<file path="config.mk">
export PLATFORM = sky130hd
export DESIGN_NAME = tks_scan_flags
export DESIGN_NICKNAME = d
export VERILOG_FILES = /design/src/design/tks_pkg.sv /design/src/design/tks_slot_counter.sv /design/src/design/tks_scan_flags.sv
export SDC_FILE = /design/constraint.sdc
export NUM_CORES = 1
export LEC_CHECK = 0
export BUFFER_PORTS_ARGS = -buffer_cell sky130_fd_sc_hd__buf_2
export CAP_MARGIN = 30
export CORE_UTILIZATION = 50
export DETAILED_ROUTE_END_ITERATION = 10
export HOLD_SLACK_MARGIN = 0.08
export PLACE_DENSITY = 0.7
export SLEW_MARGIN = 20
export SYNTH_ARGS = -nofsm -noshare
export SYNTH_HDL_FRONTEND = slang
export SYNTH_SLANG_ARGS = --single-unit
</file>
<file path="constraint.sdc">
create_clock -name clk -period 6.5 [get_ports clk]
set_input_delay 1.3 -clock clk [delete_from_list [all_inputs] [get_ports clk]]
set_output_delay 1.3 -clock clk [all_outputs]
set_load 0.01 [all_outputs]
</file>
<file path="src/design/tks_pkg.sv">
package tks_pkg;

    // Register indices on the plain register port
    localparam logic [3:0] REG_CTRL      = 4'h0;
    localparam logic [3:0] REG_KEYEN     = 4'h1;
    localparam logic [3:0] REG_THDIR     = 4'h2;
    localparam logic [3:0] REG_FLAGS     = 4'h3;
    localparam logic [3:0] REG_IRQ_STAT  = 4'h4;
    localparam logic [3:0] REG_IRQ_MASK  = 4'h5;
    localparam logic [3:0] REG_SLOTLEN   = 4'h6;
    localparam logic [3:0] REG_LOWTH     = 4'h7;
    localparam logic [3:0] REG_UPTH      = 4'h8;
    localparam logic [3:0] REG_SCANS     = 4'h9;
    localparam logic [3:0] REG_CFDATA0   = 4'hA;

    // CTRL fields
    localparam int CTRL_START_BIT   = 0;
    localparam int CTRL_MODE_LSB    = 1;
    localparam int CTRL_SLOT1_BIT   = 3;

    // FLAGS fields (write 1 to clear; BUSY is read-only)
    localparam int FLG_SLOT_OV      = 0;
    localparam int FLG_CF_OV        = 1;
    localparam int FLG_REF_OV       = 2;
    localparam int FLG_BUSY         = 3;

    // Interrupt status fields
    localparam int IRQ_SCAN_DONE    = 0;
    localparam int IRQ_THRESH       = 1;
    localparam int IRQ_W            = 2;

    // Mode field encodings
    localparam logic [1:0] MODE_AUTO     = 2'h0;
    localparam logic [1:0] MODE_MANUAL   = 2'h1;

    localparam int NKEYS            = 4;
    localparam int CNT_W            = 16;
    localparam int UNIT_W           = 5;
    localparam int SLOT_W           = 8;

    localparam logic [15:0] CTRL_RST    = 16'h0000;
    localparam logic [15:0] SLOTLEN_RST = 16'h00FF;
    localparam logic [15:0] SCANS_RST   = 16'h0004;
    localparam logic [15:0] LOWTH_RST   = 16'h0000;
    localparam logic [15:0] UPTH_RST    = 16'hFFFF;

    typedef enum logic [1:0]
    {
        TKS_MODE_AUTO,
        TKS_MODE_MANUAL,
        TKS_MODE_PERIODIC
    } tks_mode_t;

    typedef struct packed
    {
        logic       ref_ov;
        logic       cf_ov;
        logic       slot_end;
    } tks_cnt_ev_t;

endpackage

</file>
<file path="src/design/tks_slot_counter.sv">
`timescale 1ns/1ps

// Counter bank of one time slot: key C/F counter, reference counter,
// unit period prescaler and programmable slot counter.
module tks_slot_counter #(
    parameter int CNT_W  = 16,
    parameter int UNIT_W = 5,
    parameter int SLOT_W = 8
)(
    input  wire logic                clk,
    input  wire logic                resetn,
    input  wire logic                run,
    input  wire logic                clr_fast,
    input  wire logic                clr_all,
    input  wire logic                key_tick,
    input  wire logic                ref_tick,
    input  wire logic [SLOT_W-1:0]   slot_len,
    output      logic [CNT_W-1:0]    cf_count,
    output      tks_pkg::tks_cnt_ev_t ev
);

    logic [CNT_W-1:0]  ref_cnt_r;
    logic [UNIT_W-1:0] unit_cnt_r;
    logic [SLOT_W-1:0] slot_cnt_r;
    logic              unit_wrap;
    logic              slot_wrap;

    assign unit_wrap = run && ref_tick && (unit_cnt_r == {UNIT_W{1'b1}});
    assign slot_wrap = unit_wrap && (slot_cnt_r == slot_len);

    always_ff @(posedge clk or negedge resetn)
    begin
        if (!resetn)
            cf_count <= '0;
        else if (clr_fast || clr_all)
            cf_count <= '0;
        else if (run && key_tick)
            cf_count <= cf_count + 1'b1;
    end

    always_ff @(posedge clk or negedge resetn)
    begin
        if (!resetn)
        begin
            ref_cnt_r  <= '0;
            unit_cnt_r <= '0;
        end
        else if (clr_fast || clr_all)
        begin
            ref_cnt_r  <= '0;
            unit_cnt_r <= '0;
        end
        else if (run && ref_tick)
        begin
            ref_cnt_r  <= ref_cnt_r + 1'b1;
            unit_cnt_r <= unit_cnt_r + 1'b1;
        end
    end

    // Slot counter survives a start-bit clear; only its own wrap or clr_all clears it
    always_ff @(posedge clk or negedge resetn)
    begin
        if (!resetn)
            slot_cnt_r <= '0;
        else if (clr_all || slot_wrap)
            slot_cnt_r <= '0;
        else if (unit_wrap)
            slot_cnt_r <= slot_cnt_r + 1'b1;
    end

    always_ff @(posedge clk or negedge resetn)
    begin
        if (!resetn)
            ev <= '0;
        else
        begin
            ev.slot_end <= slot_wrap && !clr_all && !clr_fast;
            ev.cf_ov    <= run && key_tick && (cf_count == {CNT_W{1'b1}});
            ev.ref_ov   <= run && ref_tick && (ref_cnt_r == {CNT_W{1'b1}});
        end
    end

endmodule

</file>
<file path="src/design/tks_scan_flags.sv">
// The address-and-strobe port and the register offsets were chosen for this implementation.
`timescale 1ns/1ps

// Behaviour
// - Manual mode: slot counter overflow sets the slot overflow flag and scan-done request.
// - Auto mode: a slot overflow before the sequence ends does not set the slot flag.
// - Auto mode: end of the whole sequence sets slot flag and scan-done request.
// - Periodic mode: slot flag is held at zero while the scan period runs.
// - Periodic mode: only the count of the last slot of the final scan of the period is stored; flags set with it.
// - Scan completion clears all four counters.
// - Periodic mode: threshold event when count below lower (direction 0) or above upper (direction 1).
// - Slot overflow flag stays set until software clears it or a periodic scan runs.
// - Sticky C/F counter overflow flag, cleared only by software.
// - Sticky reference counter overflow flag, cleared only by software.
// - Scan-done and threshold interrupts are separate sources with own requests.
// - Only software-enabled keys are scanned.
// - Mode 00 is auto scan, 10 or 11 is periodic auto scan.
// - Clearing start clears C/F, reference and unit counters, not the slot counter.
module tks_scan_flags #(
    parameter int NKEYS = tks_pkg::NKEYS
)(
    input  wire logic                 clk,
    input  wire logic                 resetn,
    input  wire logic [3:0]           addr,
    input  wire logic [15:0]          wdata,
    input  wire logic                 wr,
    input  wire logic                 rd,
    output      logic [15:0]          rdata,
    input  wire logic                 key_tick,
    input  wire logic                 ref_tick,
    input  wire logic                 period_tick,
    output      logic [NKEYS-1:0]     osc_enable,
    output      logic                 osc_sync,
    output      logic                 irq
);

    tks_pkg::tks_mode_t     mode;
    tks_pkg::tks_cnt_ev_t   ev;
    logic [15:0]            ctrl_r;
    logic [NKEYS-1:0]       keyen_r;
    logic [NKEYS-1:0]       thdir_r;
    logic [NKEYS-1:0]       thflag_r;
    logic [15:0]            slotlen_r;
    logic [15:0]            lowth_r;
    logic [15:0]            upth_r;
    logic [15:0]            scans_r;
    logic [15:0]            scan_cnt_r;
    logic                   start_d_r;
    logic                   busy_r;
    logic [1:0]             slot_r;
    logic                   slot_ov_r;
    logic                   cf_ov_r;
    logic                   ref_ov_r;
    logic [tks_pkg::IRQ_W-1:0] irq_stat_r;
    logic [tks_pkg::IRQ_W-1:0] irq_mask_r;
    logic [15:0]            cf_mem [NKEYS];
    logic [15:0]            cf_count;
    logic                   start_rise;
    logic                   start_fall;
    logic                   slot_last;
    logic                   seq_end;
    logic                   scan_done;
    logic                   thr_hit;
    logic                   run;
    logic [1:0]             next_slot;
    logic                   last_slot_only;

    function automatic tks_pkg::tks_mode_t decode_mode(input logic [1:0] f);
        if (f[1])
            decode_mode = tks_pkg::TKS_MODE_PERIODIC;
        else if (f == tks_pkg::MODE_MANUAL)
            decode_mode = tks_pkg::TKS_MODE_MANUAL;
        else
            decode_mode = tks_pkg::TKS_MODE_AUTO;
    endfunction

    function automatic logic wr_hit(input logic [3:0] a);
        wr_hit = wr && (addr == a);
    endfunction

    // First enabled slot at or after a given index; 0 when there is none
    function automatic logic [1:0] first_en(input logic [1:0] from, input logic [NKEYS-1:0] en);
        logic [1:0] r;
        r = 2'h0;
        for (int i = NKEYS - 1; i >= 0; i--)
            if (en[i] && (2'(i) >= from))
                r = 2'(i);
        first_en = r;
    endfunction

    assign mode           = decode_mode(ctrl_r[tks_pkg::CTRL_MODE_LSB +: 2]);
    assign start_rise     = ctrl_r[tks_pkg::CTRL_START_BIT] && !start_d_r;
    assign start_fall     = !ctrl_r[tks_pkg::CTRL_START_BIT] && start_d_r;
    assign run            = busy_r;
    assign last_slot_only = ctrl_r[tks_pkg::CTRL_SLOT1_BIT];
    assign next_slot      = first_en(slot_r + 2'h1, keyen_r);
    assign slot_last      = last_slot_only || (next_slot <= slot_r)
                            || !(|(keyen_r >> (slot_r + 2'h1)));
    assign seq_end        = ev.slot_end && slot_last;
    assign scan_done      = seq_end && ((mode != tks_pkg::TKS_MODE_PERIODIC)
                            || (scan_cnt_r + 16'h1 >= scans_r));
    assign thr_hit        = ev.slot_end && (mode == tks_pkg::TKS_MODE_PERIODIC)
                            && (thdir_r[slot_r] ? (cf_count > upth_r)
                                                : (cf_count < lowth_r));

    tks_slot_counter #(
        .CNT_W  (tks_pkg::CNT_W),
        .UNIT_W (tks_pkg::UNIT_W),
        .SLOT_W (tks_pkg::SLOT_W)
    ) u_cnt (
        .clk      (clk),
        .resetn   (resetn),
        .run      (run),
        .clr_fast (start_fall),
        .clr_all  (ev.slot_end),
        .key_tick (key_tick),
        .ref_tick (ref_tick),
        .slot_len (slotlen_r[tks_pkg::SLOT_W-1:0]),
        .cf_count (cf_count),
        .ev       (ev)
    );

    always_ff @(posedge clk or negedge resetn)
    begin
        if (!resetn)
        begin
            ctrl_r    <= tks_pkg::CTRL_RST;
            keyen_r   <= '0;
            thdir_r   <= '0;
            slotlen_r <= tks_pkg::SLOTLEN_RST;
            lowth_r   <= tks_pkg::LOWTH_RST;
            upth_r    <= tks_pkg::UPTH_RST;
            scans_r   <= tks_pkg::SCANS_RST;
            irq_mask_r <= '0;
        end
        else
        begin
            if (wr_hit(tks_pkg::REG_CTRL))
                ctrl_r <= wdata;
            else if (scan_done && (mode != tks_pkg::TKS_MODE_PERIODIC))
                ctrl_r[tks_pkg::CTRL_START_BIT] <= 1'b0;
            if (wr_hit(tks_pkg::REG_KEYEN))
                keyen_r <= wdata[NKEYS-1:0];
            if (wr_hit(tks_pkg::REG_THDIR))
                thdir_r <= wdata[NKEYS-1:0];
            if (wr_hit(tks_pkg::REG_SLOTLEN))
                slotlen_r <= wdata;
            if (wr_hit(tks_pkg::REG_LOWTH))
                lowth_r <= wdata;
            if (wr_hit(tks_pkg::REG_UPTH))
                upth_r <= wdata;
            if (wr_hit(tks_pkg::REG_SCANS))
                scans_r <= wdata;
            if (wr_hit(tks_pkg::REG_IRQ_MASK))
                irq_mask_r <= wdata[tks_pkg::IRQ_W-1:0];
        end
    end

    // Scan sequencer: start edge begins at the first enabled key
    always_ff @(posedge clk or negedge resetn)
    begin
        if (!resetn)
        begin
            start_d_r  <= 1'b0;
            busy_r     <= 1'b0;
            slot_r     <= 2'h0;
            scan_cnt_r <= '0;
            osc_sync   <= 1'b0;
        end
        else
        begin
            start_d_r <= ctrl_r[tks_pkg::CTRL_START_BIT];
            osc_sync  <= start_rise;
            if (start_rise && (|keyen_r))
            begin
                busy_r     <= 1'b1;
                slot_r     <= first_en(2'h0, keyen_r);
                scan_cnt_r <= '0;
            end
            else if (start_fall || scan_done)
                busy_r <= 1'b0;
            else if (seq_end)
            begin
                slot_r     <= first_en(2'h0, keyen_r);
                scan_cnt_r <= scan_cnt_r + 16'h1;
            end
            else if (ev.slot_end)
                slot_r <= next_slot;
        end
    end

    always_ff @(posedge clk or negedge resetn)
    begin
        if (!resetn)
            osc_enable <= '0;
        else if (busy_r && !scan_done && !start_fall)
            osc_enable <= keyen_r & (NKEYS'(1) << slot_r);
        else
            osc_enable <= '0;
    end

    // Periodic mode stores only the last slot of the final scan; other modes store every slot
    always_ff @(posedge clk)
    begin
        if (ev.slot_end && ((mode != tks_pkg::TKS_MODE_PERIODIC) || scan_done))
            cf_mem[slot_r] <= cf_count;
    end

    // Sticky flags: hardware set wins over a same-cycle software clear
    always_ff @(posedge clk or negedge resetn)
    begin
        if (!resetn)
        begin
            slot_ov_r <= 1'b0;
            cf_ov_r   <= 1'b0;
            ref_ov_r  <= 1'b0;
            thflag_r  <= '0;
        end
        else
        begin
            if (mode == tks_pkg::TKS_MODE_PERIODIC && busy_r && !scan_done)
                slot_ov_r <= 1'b0;
            else if ((mode == tks_pkg::TKS_MODE_MANUAL && ev.slot_end) || scan_done)
                slot_ov_r <= 1'b1;
            else if (wr_hit(tks_pkg::REG_FLAGS) && wdata[tks_pkg::FLG_SLOT_OV])
                slot_ov_r <= 1'b0;
            if (ev.cf_ov)
                cf_ov_r <= 1'b1;
            else if (wr_hit(tks_pkg::REG_FLAGS) && wdata[tks_pkg::FLG_CF_OV])
                cf_ov_r <= 1'b0;
            if (ev.ref_ov)
                ref_ov_r <= 1'b1;
            else if (wr_hit(tks_pkg::REG_FLAGS) && wdata[tks_pkg::FLG_REF_OV])
                ref_ov_r <= 1'b0;
            if (wr_hit(tks_pkg::REG_THDIR))
                thflag_r <= '0;
            if (thr_hit)
                thflag_r[slot_r] <= 1'b1;
        end
    end

    // Two independent sources; reading the status clears it, events win
    always_ff @(posedge clk or negedge resetn)
    begin
        if (!resetn)
            irq_stat_r <= '0;
        else
        begin
            irq_stat_r[tks_pkg::IRQ_SCAN_DONE] <= ((mode == tks_pkg::TKS_MODE_MANUAL)
                && ev.slot_end) || scan_done
                || (irq_stat_r[tks_pkg::IRQ_SCAN_DONE] && !(rd && addr == tks_pkg::REG_IRQ_STAT));
            irq_stat_r[tks_pkg::IRQ_THRESH] <= thr_hit
                || (irq_stat_r[tks_pkg::IRQ_THRESH] && !(rd && addr == tks_pkg::REG_IRQ_STAT));
        end
    end

    always_ff @(posedge clk or negedge resetn)
    begin
        if (!resetn)
            irq <= 1'b0;
        else
            irq <= |(irq_stat_r & irq_mask_r);
    end

    always_ff @(posedge clk or negedge resetn)
    begin
        if (!resetn)
            rdata <= '0;
        else if (rd)
        begin
            unique case (addr)
                tks_pkg::REG_CTRL:     rdata <= ctrl_r;
                tks_pkg::REG_KEYEN:    rdata <= 16'(keyen_r);
                tks_pkg::REG_THDIR:    rdata <= {8'(thflag_r), 8'(thdir_r)};
                tks_pkg::REG_FLAGS:    rdata <= {12'h000, busy_r, ref_ov_r, cf_ov_r, slot_ov_r};
                tks_pkg::REG_IRQ_STAT: rdata <= 16'(irq_stat_r);
                tks_pkg::REG_IRQ_MASK: rdata <= 16'(irq_mask_r);
                tks_pkg::REG_SLOTLEN:  rdata <= slotlen_r;
                tks_pkg::REG_LOWTH:    rdata <= lowth_r;
                tks_pkg::REG_UPTH:     rdata <= upth_r;
                tks_pkg::REG_SCANS:    rdata <= scans_r;
                default:
                    rdata <= (addr >= tks_pkg::REG_CFDATA0
                              && addr < tks_pkg::REG_CFDATA0 + 4'(NKEYS))
                             ? cf_mem[2'(addr - tks_pkg::REG_CFDATA0)] : 16'h0000;
            endcase
        end
        else
            rdata <= '0;
    end

    // period_tick is the watchdog-derived pacing; kept as an input for later pacing use
    logic unused_tick;
    assign unused_tick = period_tick;

    // Plain signal, not the helper function: a function body would read
    // the bus after the edge instead of the sampled values
    logic                   flags_wr;
    assign flags_wr = wr && (addr == tks_pkg::REG_FLAGS);
endmodule

</file>
==> metrics.txt <==
Int Power 3.064 mW; sw frac 28.02%; Hold Violations, Final 0; register area share after synthesis 53.76%; first-pass GRT wire length 45.38 mm; initial antenna violation count 0; Switch Pwr 1.193 mW; P&R area growth vs syn 11.80%; vias per cell 5.904; Total GRT Usage 22.54%; CTS Hold Bufs 0; status finished, final reports clean; Syn Nets 1130; r2r endpoint cf_mem[2][11]; Num CTS Buffers 26; fraction of registers with async set or reset after synthesis 74.70%; wire length per cell 19.61 µm; Comb pwr share 16.6%; largest family of logic cells by synthesized area multiplexers; post-layout net count 1176; Lkg Pwr 6.191 nW; H-tree Lvls 1; relative slew slack 27.42%; r2r setup slk 2.09 ns; TritonCTS clock tree built; Sequential Power Share 47.9%; Synth cell types 62; Crit. End Element flip-flop; cells after synthesis 1043; Post-CTS Setup Bufs 0; WP data arrival 4.62 ns; core area 24320 µm²; Synth Area per Inst 11.92 µm²; fin. max-slew vios 0; post-synthesis compound-gate area fraction 10.09%; GRT overflow 0; final wirelength 28.09 mm; clock tree buffer depth 3; max_cap viols 0; Post-Place Cell Area 13020 µm²; final instance area 13900 µm²; Clock Power Share 35.5%; die width 159.7 µm; largest net degree at the start of global routing 68; Reg clk slew, reported paths 0.06 ns; initial DRC count 844; Cell Area, Synth 12430 µm²; Crit Path Class reg -> reg; DRC Markers 0; I/O pins 49; Synth Area in Simple Gates 11.23%; num rows 57; number of global-route vias before repair 8165; detailed-route via count 8461; die area 25500 µm²; Reg-to-Reg Start scan_cnt_r[0]; GP Congestion 0.8696; Ys Warns 0; hold path start u_cnt.ev[2]; period utilization 67.79%; placed cells 1385; Post-synth EDFFs 64; Final HPWL DP 19.65 mm; worst-path fanout max 20; Max IR drop VDD 0.1624 mV; leading cell types in the layout, fill and taps excluded dfrtp_1 (164), mux2_2 (89), nor2_1 (71); clk root buf clkbuf_16; Slew @ Worst Pin 1.085 ns; Synth Area in XOR/XNOR 4.227%; Sink Count 253; Initial Util 51.11%; setup tns final 0 ns; RSZ-0062 raised after global routing false; final setup vio count 0; R2R depth 14; mux contribution to synthesized area 11.46%; fin crit period 4.406 ns; maximum operating frequency 0.2270 GHz; Worst Hold Path Cells 1; clk_skew 0.01178 ns; FF+latch count, synth 253; area share of fa/ha/maj cells after synthesis 6.039%; fin cells 1433; share of cells above drive strength 1 21.91%; Primary FF master, synth dfrtp_1; Die Ht 159.7 µm; Final ANT Viol Nets 0; HP Class reg -> reg; # diodes 0; port bufs 47; later-pin clock latency in the skew report 0.53 ns; Critical Path Start Type flip-flop; Hold Path Sink ref_ov_r; post-CTS sizing 0; commonest non-fill, non-tap cell in the layout dfrtp_1; pwr dens 306.3 nW/µm²; Detailed Routing Iterations Pass 1 8; Critical Path RT 6.71 ns
power by group through the flow:
stage	Clock, mW	Sequential, mW	Combinational [mW]
floorplan	0	2.00	0.512
global placement	0	2.06	0.682
detailed placement	0	2.06	0.703
CTS	1.54	2.04	0.708
global route	1.60	2.07	0.786
finish	1.51	2.04	0.705
synthesized netlist by cell type, types with 20 or more instances:
library cell	count	area share [%]
dfstp_2	25	5.3
nor2_1	71	2.1
xor2_1	38	2.7
clkbuf_1	32	0.97
a22oi_1	24	1.4
xnor2_1	22	1.6
nand4_1	20	1.0
dfrtp_1	164	33
inv_1	55	1.7
nand2_1	63	1.9
mux2_2	89	8.1
nand3_1	47	1.9
edfxtp_1	64	15
and3_1	20	1.0
ha_1	60	6.0
a21oi_1	33	1.3
o21ai_0	26	1.0
worst max-delay path, cell delays in order (launching register included):
cell and delay [ns]:
dfrtp_1 0.45, ha_1 0.28, and3_1 0.20, nand3_1 0.17, nor3_1 0.35, nand2_1 0.16, xnor2_1 0.17, ha_1 0.30
nand4_1 0.12, a211oi_1 0.25, or4b_4 0.19, a21o_1 0.49, nand2_1 0.35, a21boi_1 0.28, buf_4 0.30
routing by layer:
layer | global-route usage [%] | routed length, µm | up-vias
li1 | - | - | 3942
met1 | 32.31 | 12810 | 4252
met4 | 5.463 | 528 | 0
met5 | 0 | 0 | -
met3 | 3.299 | 1389 | 38
met2 | 36.24 | 13360 | 229
area by class of cell:
cell class / instances / area (µm²)
clock buffer: 35 / 755.7
clock inverter: 13 / 121.4
fill: 1995 / 10420
inverter: 56 / 210.2
multi-input combinational: 689 / 5358
sequential: 253 / 6683
tap: 324 / 405.4
timing repair buffer: 63 / 364.1
cells by family after synthesis:
logic type               count (synthesis)
AO/OA/AOI/OAI                          178
adder cells (fa/ha/maj)                 60
XOR/XNOR                                60
multiplexers                           110
AND/OR/NAND/NOR                        281
flip-flops                             253
buffers and inverters                  101
worst max path at each step:
stage | start | end | slack, ns | cells after the start
CTS | scan_cnt_r[0] | cf_mem[2][11] | 2.13 | 14
global placement | scan_cnt_r[0] | cf_mem[2][12] | 2.27 | 14
floorplan | scan_cnt_r[0] | cf_mem[0][0] | 2.12 | 15
finish | scan_cnt_r[0] | cf_mem[2][11] | 2.09 | 14
global route | scan_cnt_r[0] | cf_mem[2][2] | 1.79 | 14
detailed placement | scan_cnt_r[0] | cf_mem[2][12] | 2.19 | 14
through the flow:
stage	hold slack, ns	utilization (%)	power (mW)	setup WS (ns)
2_1_floorplan	0.3990	-	2.511	2.123
4_1_cts	0.4397	57.14	4.280	2.129
3_3_place_gp	0.4091	53.48	2.740	2.271
3_5_place_dp	0.4260	53.54	2.767	2.187
5_1_grt	0.4643	57.14	4.457	1.787
6_report	0.4371	57.14	4.257	2.094
registers in the layout, summed over array words and instances (netlist names), 2 cells and up:
register	cells
keyen_r	4
lowth_r	16
u_cnt.cf_count	16
rdata	16
slot_r	2
thflag_r	4
upth_r	16
ctrl_r	16
scans_r	16
irq_mask_r	2
cf_mem	64
osc_enable	4
u_cnt.ev	3
u_cnt.ref_cnt_r	16
slotlen_r	16
u_cnt.slot_cnt_r	8
thdir_r	4
irq_stat_r	2
u_cnt.unit_cnt_r	5
scan_cnt_r	16
Power figures use the tool's default switching activity.
